`src/rmc_consts.svh`:
```
`ifndef RMC_CONSTS_SVH
`define RMC_CONSTS_SVH
// register offsets
`define RMC_OFS_CMP_A      8'hdd
`define RMC_OFS_CMP_B      8'hde
`define RMC_OFS_FMASK_LO   8'he5
`define RMC_OFS_FMASK_HI   8'he6
`define RMC_OFS_PG_LO      8'he7
`define RMC_OFS_PG_HI      8'he8
`define RMC_OFS_MISC       8'he9
// reset values
`define RMC_RST_CMP_A      8'hb6
`define RMC_RST_CMP_B      8'h1b
`define RMC_RST_FMASK_LO   8'h01
`define RMC_RST_FMASK_HI   2'h0
`define RMC_RST_MISC       8'h02
// reserved read-back fill
`define RMC_FMASK_HI_FILL  6'h3f
`define RMC_PG_HI_FILL     3'h7
// comparator field positions
`define RMC_CMP_MODE_BIT   7
`define RMC_CMP_SHIFT_MSB  6
`define RMC_CMP_SHIFT_LSB  3
`define RMC_CMP_LEVEL_MSB  2
`define RMC_CMP_LEVEL_LSB  0
`define RMC_LEVEL_1V0      3'h0
`endif

```
`src/rmc_pkg.sv`:
```
package rmc_pkg;
	// comparator reference register layout
	typedef struct packed {
		logic       function_select; // 1 = plain comparator
		logic [3:0] window_shift;
		logic [2:0] window_level;
	} rmc_cmp_ref_t;

	// miscellaneous control register layout
	typedef struct packed {
		logic termination_enable_override;
		logic termination_enable_mask;
		logic precharge_enable_override;
		logic precharge_enable_mask;
		logic s3_sleep_tree_mask;
		logic suspend_sleep_tree_mask;
		logic shifter_adapter_route;
		logic termination_discharge_enable;
	} rmc_misc_t;

	// register access port from the serial-bus front end
	typedef struct packed {
		logic       wr;
		logic       rd;
		logic [7:0] addr;
		logic [7:0] wdata;
	} rmc_req_t;

	// whole state of the bank
	typedef struct packed {
		rmc_cmp_ref_t cmp_a;
		rmc_cmp_ref_t cmp_b;
		logic [7:0]   fmask_lo;
		logic [1:0]   fmask_hi;
		rmc_misc_t    misc;
		logic [7:0]   rdata;
		logic         rvalid;
		logic [9:0]   fault;
	} rmc_state_t;
endpackage

```
`src/rmc_regs.sv`:
```
`timescale 1ns/1ps
`include "rmc_consts.svh"
module rmc_regs (
	input  wire logic             clk,
	input  wire logic             resetn,
	input  wire rmc_pkg::rmc_req_t req,
	output logic [7:0]            rdata,
	output logic                  rvalid,
	input  wire logic [7:0]       pg_low_in,
	input  wire logic [4:0]       pg_high_in,
	input  wire logic             memory_termination_control_pin,
	input  wire logic             switched_3v3_pin,
	input  wire logic             switched_3v3_pin_mask,
	input  wire logic             precharge_enable_pin,
	input  wire logic             regulator_enable_bit,
	input  wire logic             s3_sleep_signal,
	input  wire logic             suspend_sleep_signal,
	input  wire logic             adapter_ok_input,
	input  wire logic             level_shifter_in,
	output rmc_pkg::rmc_cmp_ref_t cmp_a_cfg,
	output rmc_pkg::rmc_cmp_ref_t cmp_b_cfg,
	output logic                  cmp_a_alt_level,
	output logic                  cmp_b_alt_level,
	output logic                  termination_enable,
	output logic                  switched_3v3_enable,
	output logic                  precharge_enable,
	output logic                  s3_sleep_tree_in,
	output logic                  suspend_sleep_tree_in,
	output logic                  level_shifter_out,
	output logic                  termination_discharge_enable,
	output logic [9:0]            power_fault
);

	rmc_pkg::rmc_state_t s_q;
	rmc_pkg::rmc_state_t s_d;
	logic [9:0]          unmasked_fail;

	////////////////////////////////////////////////////////////////////
	// fault sources: rail power-good input low, minus its mask bit
	// order: {core, 1v05, fmask_lo[7:0]} matching mask bit order
	always_comb begin
		unmasked_fail = ~{pg_low_in[1], pg_high_in[3],
			pg_low_in[0], pg_high_in[4], pg_low_in[2],
			pg_low_in[3], pg_low_in[4], pg_low_in[5],
			pg_low_in[6], pg_low_in[7]}
			& ~{s_q.fmask_hi[0], s_q.fmask_hi[1], s_q.fmask_lo};
	end

	////////////////////////////////////////////////////////////////////
	// next-state: register writes and the registered read data
	always_comb begin
		s_d = s_q;
		s_d.rvalid = req.rd;
		s_d.fault = unmasked_fail;
		if (req.wr) begin
			case (req.addr)
				`RMC_OFS_CMP_A:    s_d.cmp_a = req.wdata;
				`RMC_OFS_CMP_B:    s_d.cmp_b = req.wdata;
				`RMC_OFS_FMASK_LO: s_d.fmask_lo = req.wdata;
				`RMC_OFS_FMASK_HI: s_d.fmask_hi = req.wdata[1:0];
				`RMC_OFS_MISC:     s_d.misc = req.wdata;
				default:           s_d.misc = s_q.misc; // status is read-only
			endcase
		end
		if (req.rd) begin
			case (req.addr)
				`RMC_OFS_CMP_A:    s_d.rdata = s_q.cmp_a;
				`RMC_OFS_CMP_B:    s_d.rdata = s_q.cmp_b;
				`RMC_OFS_FMASK_LO: s_d.rdata = s_q.fmask_lo;
				`RMC_OFS_FMASK_HI: s_d.rdata = {`RMC_FMASK_HI_FILL,
					s_q.fmask_hi};
				`RMC_OFS_PG_LO:    s_d.rdata = pg_low_in;
				`RMC_OFS_PG_HI:    s_d.rdata = {`RMC_PG_HI_FILL,
					pg_high_in};
				`RMC_OFS_MISC:     s_d.rdata = s_q.misc;
				default:           s_d.rdata = 8'h00; // unmapped reads zero
			endcase
		end
	end

	////////////////////////////////////////////////////////////////////
	// state register; reset values load only constants
	always_ff @(posedge clk or negedge resetn) begin
		if (!resetn) begin
			s_q <= '0;
			s_q.cmp_a <= `RMC_RST_CMP_A;
			s_q.cmp_b <= `RMC_RST_CMP_B;
			s_q.fmask_lo <= `RMC_RST_FMASK_LO;
			s_q.fmask_hi <= `RMC_RST_FMASK_HI;
			s_q.misc <= `RMC_RST_MISC;
		end else begin
			s_q <= s_d;
		end
	end

	////////////////////////////////////////////////////////////////////
	// comparator configuration; the analog side decodes level and shift
	assign cmp_a_cfg = s_q.cmp_a;
	assign cmp_b_cfg = s_q.cmp_b;
	// 1 V level turns the shift field into an alternate level select
	assign cmp_a_alt_level = (s_q.cmp_a.window_level == `RMC_LEVEL_1V0);
	assign cmp_b_alt_level = (s_q.cmp_b.window_level == `RMC_LEVEL_1V0);

	////////////////////////////////////////////////////////////////////
	// rail enables and tree masking; combinational so pins pass through
	assign termination_enable = s_q.misc.termination_enable_mask
		? s_q.misc.termination_enable_override
		: memory_termination_control_pin;
	assign switched_3v3_enable =
		(s_q.misc.precharge_enable_override && !switched_3v3_pin_mask)
		| switched_3v3_pin;
	assign precharge_enable = s_q.misc.precharge_enable_mask
		? regulator_enable_bit : precharge_enable_pin;
	assign s3_sleep_tree_in = s_q.misc.s3_sleep_tree_mask
		| s3_sleep_signal;
	assign suspend_sleep_tree_in = s_q.misc.suspend_sleep_tree_mask
		| suspend_sleep_signal;
	assign level_shifter_out = s_q.misc.shifter_adapter_route
		? adapter_ok_input
		: level_shifter_in;
	assign termination_discharge_enable =
		s_q.misc.termination_discharge_enable;
	assign power_fault = s_q.fault;
	assign rdata = s_q.rdata;
	assign rvalid = s_q.rvalid;
endmodule

```
`config.mk`:
```
export PLATFORM = sky130hd
export DESIGN_NAME = rmc_regs
export DESIGN_NICKNAME = d
export VERILOG_FILES = /design/src/rmc_pkg.sv /design/src/rmc_regs.sv
export VERILOG_INCLUDE_DIRS = /design/src
export SDC_FILE = /design/constraint.sdc
export NUM_CORES = 1
export LEC_CHECK = 0
export BUFFER_PORTS_ARGS = -buffer_cell sky130_fd_sc_hd__buf_2
export CORE_AREA = 2 2 84 86
export DETAILED_ROUTE_END_ITERATION = 7
export DIE_AREA = 0 0 86 88
export GPL_TIMING_DRIVEN = 0
export PLACE_DENSITY = 0.69
export SYNTH_ARGS = -nofsm -noshare
export SYNTH_HDL_FRONTEND = slang
export SYNTH_SLANG_ARGS = --single-unit
```
`constraint.sdc`:
```
create_clock -name clk -period 3.3 [get_ports clk]
set_input_delay 0 -clock clk [delete_from_list [all_inputs] [get_ports clk]]
set_output_delay 0 -clock clk [all_outputs]
set_load 0.05 [all_outputs]
```
==> flow_metrics.tcl, run 1 <==
set metrics [dict create \
    ctsLongestPathBuffers 2 \
    sequential_to_total_area_share_from_yosys_stat 0.461 \
    finalCoreUtilization 0.560 \
    horizontal_extent_of_the_die_um 86 \
    commonest_cells_after_routing_fill_and_taps_aside "sky130_fd_sc_hd__buf_2, sky130_fd_sc_hd__dfrtp_1, sky130_fd_sc_hd__mux2_2, sky130_fd_sc_hd__buf_4, sky130_fd_sc_hd__dlygate4sd3_1" \
    p_seq_frac 0.510 \
    place.gp.congestion 0.885 \
    detail_route.vias_per_cell 5.41 \
    worst_hold_path_type "input port to flip-flop" \
    rsz0062_at_grt "false" \
    post_synthesis_cell_type_count 47 \
    nNetsFinal 409 \
    irDropWorstVdd_mv 0.178 \
    final.hold.worst_slack_ns 0.0341 \
    cellLeakagePower_nw 1.81 \
    synthToLayoutAreaGrowth_pct 28.1 \
    p_total_mw 1.38 \
    netSwitchingPower_mw 0.436 \
    cts_inserted_buffers 5 \
    grt_max_degree 54 \
    clk_pin_slew_ns 0.10 \
    clock_tree.root_cell "sky130_fd_sc_hd__clkbuf_8" \
    worst_clock_skew_ns 0.00770 \
    design_internal_power_mw 0.949 \
    die_height_um 88 \
    avgSynthCellArea_um2 11.4 \
    setup-tns-final_ns 0 \
    drt_iter0_drc 191 \
    placementRows 30 \
    mappedNetlistNets 297 \
    dieArea_um2 7570 \
    antenna_left 0 \
    area_of_the_core_um2 6640 \
    worst_slew_pin_slew_ns 1.16 \
    detailroute.via_count 2424 \
    critical_path.slowest_cell "sky130_fd_sc_hd__dfstp_2" \
    clock_sinks 53 \
    critical_path_buffer_and_inverter_count 1 \
    setup.worst_path.class "flip-flop to output pin" \
    critical_path.endpoint_type "output pin" \
    p_comb_frac 0.219 \
    yosys_register_bits 53 \
    ys_warnings 0 \
    drt-pass1-iter-count 4 \
    dp_hpwl_mm 5.46 \
    antenna_violations_before_repair 0 \
    num_antenna_cells 0 \
    avgRoutedWirePerCell_um 17.0 \
    netlist_area_um2 2900 \
    timing.critical_path.from_type "flip-flop" \
    max-cap-violations 0 \
    global_route.overflow_total 0 \
    htree_levels 2 \
    final_common_cell "sky130_fd_sc_hd__buf_2" \
    p_per_area_nw_per_um2 372 \
    timing.critical_path.max_delay_family "flip-flops" \
    start_util 0.437 \
    number_of_inserted_filler_cells_in_the_final_layout 611 \
    grt_first_pass_wirelength_mm 12.0 \
    top_level_ports 86 \
    final-setup-viol-count 0 \
    clock_power_share 0.271 \
    final.period_utilization 0.428 \
    layout_min_cycle_time_ns 1.41 \
    cp_cell_sequence "mux2_2 -> buf_2" \
    clock.fmax_mhz 708 \
    path_max_fanout 3 \
    drt-total-wl_mm 7.61 \
    vias_in_the_first_global_route 2275 \
    timing.final.hold_violations 0 \
    cp.required_ns 3.30 \
    timing.critical_path.arrival_ns 1.41 \
    clock_tree_from_tritoncts "built" \
    synth_edf_count 0 \
    critical_path.max_stage_delay_ns 0.56 \
    layout-drive-gt1-share 0.530 \
    slew_headroom 0.226 \
    timing.final.max_slew_violations 0 \
    synthFlopType "sky130_fd_sc_hd__dfrtp_1" \
    postCtsSetupBuffers 0 \
    post-route-drc-count 0 \
    grt_util_all_layers 0.210 \
    syn-instance-count 255 \
    switching_fraction 0.315 \
    run_status "complete, no violations" \
    place.port_buffers 85 \
    postSynth.asyncResetShare 1.00 \
    insertion_delay_ns 0.31 \
]
[power by group through the flow]
stage	Sequential (mW)	Combinational, mW	Clock (mW)
floorplan	0.714	0.198	0
global placement	0.718	0.281	0
detailed placement	0.718	0.285	0
CTS	0.706	0.304	0.383
global route	0.711	0.324	0.409
finish	0.706	0.303	0.376
[state kept, by name, summed over array words and instances, names as in the netlist]
register / count
cmp_a_cfg: 8
s_q: 17
power_fault: 10
termination_discharge_enable: 1
cmp_b_cfg: 8
rdata: 8
rvalid: 1
[cell usage after synthesis (all sizes together), types with 2 or more instances]
cell	count	area, um2
a211o	2	17.5
a211oi	4	30.0
a22o	7	61.3
a22oi	2	15.0
a31oi	5	31.3
a32oi	8	70.1
and2b	2	16.3
and4	3	26.3
buf	40	295
clkbuf	2	7.51
dfrtp	42	1050
dfstp	11	289
inv	5	18.8
mux2	38	428
nand2	8	42.5
nand2b	2	12.5
nand3	6	35.0
nand3b	11	86.3
nor2	20	90.1
nor2b	6	37.5
nor3	7	57.6
nor4	2	12.5
o21ai	4	20.0
o2bb2ai	2	17.5
or2	2	12.5
[worst min-delay path, cell delays in order]
cell	delay, ns
sky130_fd_sc_hd__buf_2	0.11
sky130_fd_sc_hd__a2111oi_2	0.07
sky130_fd_sc_hd__o2bb2ai_1	0.14
[final timing paths]
path                          startpoint           endpoint  slack, ns  depth (start not counted)
max in group asynchronous         resetn     power_fault[0]       2.14                          2
hold reg to reg                  s_q[31]     power_fault[2]       0.45                          1
hold / removal             pg_high_in[1]           rdata[1]       0.03                          3
setup reg to reg            cmp_b_cfg[1]           rdata[1]       1.99                          4
min in group asynchronous         resetn     power_fault[7]       0.45                          2
setup / recovery                 s_q[20]  level_shifter_out       1.89                          2
[routing by layer]
metal | part of all wire | vias up | track usage
met4 | 0.020 | 0 | 0.0909
met5 | 0 | - | 0
met2 | 0.49 | 96 | 0.333
li1 | - | 1127 | -
met3 | 0.070 | 12 | 0.0396
met1 | 0.42 | 1189 | 0.282
[final cells by class]
cell class | count | area [um2] | share of cell area
well taps | 80 | 100 | 0.0269
repair buffers | 105 | 626 | 0.168
inverters | 5 | 18.8 | 0.00504
plain buffers | 42 | 303 | 0.0814
multi-input cells | 155 | 1240 | 0.334
clock inverters | 3 | 22.5 | 0.00605
clock buffers | 5 | 68.8 | 0.0185
flip-flops and latches | 53 | 1340 | 0.360
[metrics by stage]
step                      std cells  setup slack [ns]  area [um2]
after floorplan                 255              1.82        2900
after global placement          420              1.74        3430
after detailed placement        420              1.72        3430
after CTS                       448              1.88        3720
after global routing            448              1.85        3720
final                           448              1.89        3720
[what timing repair did]
action	CTS	global route
gates resized for setup	0	0
hold buffers	20	0
endpoints found under the hold margin	82	0
[cells by family (layout without fill, tap and decap cells)]
kind of cell	count (synthesis)	after routing	share of synthesized area
simple gates	75	75	0.164
flops	53	53	0.461
compound gates	41	41	0.113
buf+inv	47	160	0.111
mux	39	39	0.151
Note: power is estimated with default switching activity, not from simulation.
==> run 2: changes to the inputs <==
Clock period 3.3 ns to 1.39 ns, I/O delays scaled along.
==> flow_metrics.tcl, run 2 (same netlist as run 1, synthesis figures left out) <==
set metrics [dict create \
    grt_first_pass_wirelength_mm 11.6 \
    antenna_left 0 \
    p_per_area_nw_per_um2 920 \
    antenna_violations_before_repair 0 \
    path_max_fanout 3 \
    design_internal_power_mw 2.44 \
    clock_tree_from_tritoncts "built" \
    clock_power_share 0.308 \
    p_total_mw 3.47 \
    final.period_utilization 0.963 \
    slew_headroom 0.527 \
    grt_util_all_layers 0.203 \
    start_util 0.437 \
    detail_route.vias_per_cell 5.22 \
    p_seq_frac 0.483 \
    clk_pin_slew_ns 0.09 \
    clock.fmax_mhz 747 \
    synthToLayoutAreaGrowth_pct 29.9 \
    commonest_cells_after_routing_fill_and_taps_aside "sky130_fd_sc_hd__buf_2, sky130_fd_sc_hd__dfrtp_1, sky130_fd_sc_hd__buf_4" \
    worst_hold_path_type "input port to flip-flop" \
    placementRows 30 \
    cellLeakagePower_nw 1.83 \
    ctsLongestPathBuffers 2 \
    clock_sinks 53 \
    place.port_buffers 85 \
    timing.final.hold_violations 0 \
    min_delay_path_depth 3 \
    layout-drive-gt1-share 0.538 \
    irDropWorstVdd_mv 0.424 \
    setup.worst_path.class "flip-flop to output pin" \
    nNetsFinal 409 \
    avgRoutedWirePerCell_um 16.3 \
    horizontal_extent_of_the_die_um 86 \
    dieArea_um2 7570 \
    cp.required_ns 1.39 \
    timing.critical_path.from_type "flip-flop" \
    ff2ff_setup_slack_ns 0.13 \
    worst_clock_skew_ns 0.0116 \
    drt-pass1-iter-count 4 \
    final_common_cell "sky130_fd_sc_hd__buf_2" \
    run_status "complete, no violations" \
    placement.cell_area_um2 3440 \
    grt_max_degree 54 \
    place.gp.congestion 0.872 \
    max-cap-violations 0 \
    drt_iter0_drc 192 \
    netSwitchingPower_mw 1.03 \
    post-route-drc-count 0 \
    dp_hpwl_mm 5.40 \
    htree_levels 2 \
    rsz0062_at_grt "false" \
    p_comb_frac 0.209 \
    final_cells 448 \
    final-setup-viol-count 0 \
    top_level_ports 86 \
    die_height_um 88 \
    clock_tree.root_cell "sky130_fd_sc_hd__clkbuf_8" \
    num_antenna_cells 0 \
    timing.final.max_slew_violations 0 \
    cts_inserted_buffers 5 \
    largest_register_ff_count 17 \
    timing.reg2reg.worst_path_depth 4 \
    post-route-cell-area_um2 3770 \
    global_route.overflow_total 0 \
    critical_path.endpoint_type "output pin" \
    switching_fraction 0.297 \
    insertion_delay_ns 0.32 \
    setup-tns-final_ns 0 \
    worst_slew_pin_slew_ns 0.709 \
    post-place-cells 420 \
    layout_min_cycle_time_ns 1.34 \
    detailroute.via_count 2340 \
    timing.critical_path.arrival_ns 1.34 \
    largest_register "s_q" \
    vias_in_the_first_global_route 2289 \
    area_of_the_core_um2 6640 \
    drt-total-wl_mm 7.30 \
]
## run 2: cell count changes in the layout (fill, tap and decap cells not counted), sizes merged
cell	previous run	this run
clkinv	3	1
buf	125	124
bufinv	0	1
clkbuf	7	8
inv	5	6
## run 2: final timing paths
path | to | from
min in group asynchronous | cmp_b_cfg[2] | resetn
max | level_shifter_out | s_q[20]
min reg2reg | power_fault[1] | s_q[30]
max in group asynchronous | s_q[27] | resetn
max reg2reg | rdata[1] | cmp_a_cfg[1]
min | rdata[1] | pg_high_in[1]
## run 2: final cells by class
type                       instances  area, um2
clock inverter                     3       43.8
timing repair buffer             105        638
sequential                        53       1340
multi-input combinational        155       1260
inverter                           5       18.8
clock buffer                       5       68.8
fill                             599       2870
buffer                            42        303
tap                               80        100
## run 2: power groups by stage
stage	combinational [mW]	clock [mW]	sequential, mW
6_report	0.725	1.07	1.68
3_5_place_dp	0.677	0	1.71
2_1_floorplan	0.472	0	1.70
4_1_cts	0.724	1.08	1.68
5_1_grt	0.775	1.13	1.69
3_3_place_gp	0.670	0	1.70
## run 2: critical path, stage by stage (launching register included)
cell and delay, ns:
sky130_fd_sc_hd__dfstp_2 0.57, sky130_fd_sc_hd__mux2_4 0.31, sky130_fd_sc_hd__buf_8 0.15
## run 2: stage by stage
step,hold WS (ns),setup WS [ns],util
6_report,0.00631,0.0509,0.568
5_1_grt,0.0200,0.00919,0.568
4_1_cts,0.00770,0.0222,0.566
3_5_place_dp,0.187,-0.186,0.518
3_3_place_gp,0.182,-0.150,0.518
2_1_floorplan,-0.296,0.227,-
## run 2: metal layers
| layer | wire length, um | part of all wire | global-route usage |
|---|---|---|---|
| met4 | 85 | 0.012 | 0.0563 |
| met2 | 3520 | 0.48 | 0.335 |
| met1 | 3320 | 0.46 | 0.283 |
| met3 | 368 | 0.050 | 0.0292 |
| met5 | 0 | 0 | 0 |
## run 2: repair_timing
action,in CTS,in global routing
pin swaps,0,0
gates resized for setup,2,4
endpoints found under the hold margin,87,0
buffers inserted,0,0
hold buffers,20,0
cloned,0,0
endpoints found under the setup margin,1,29
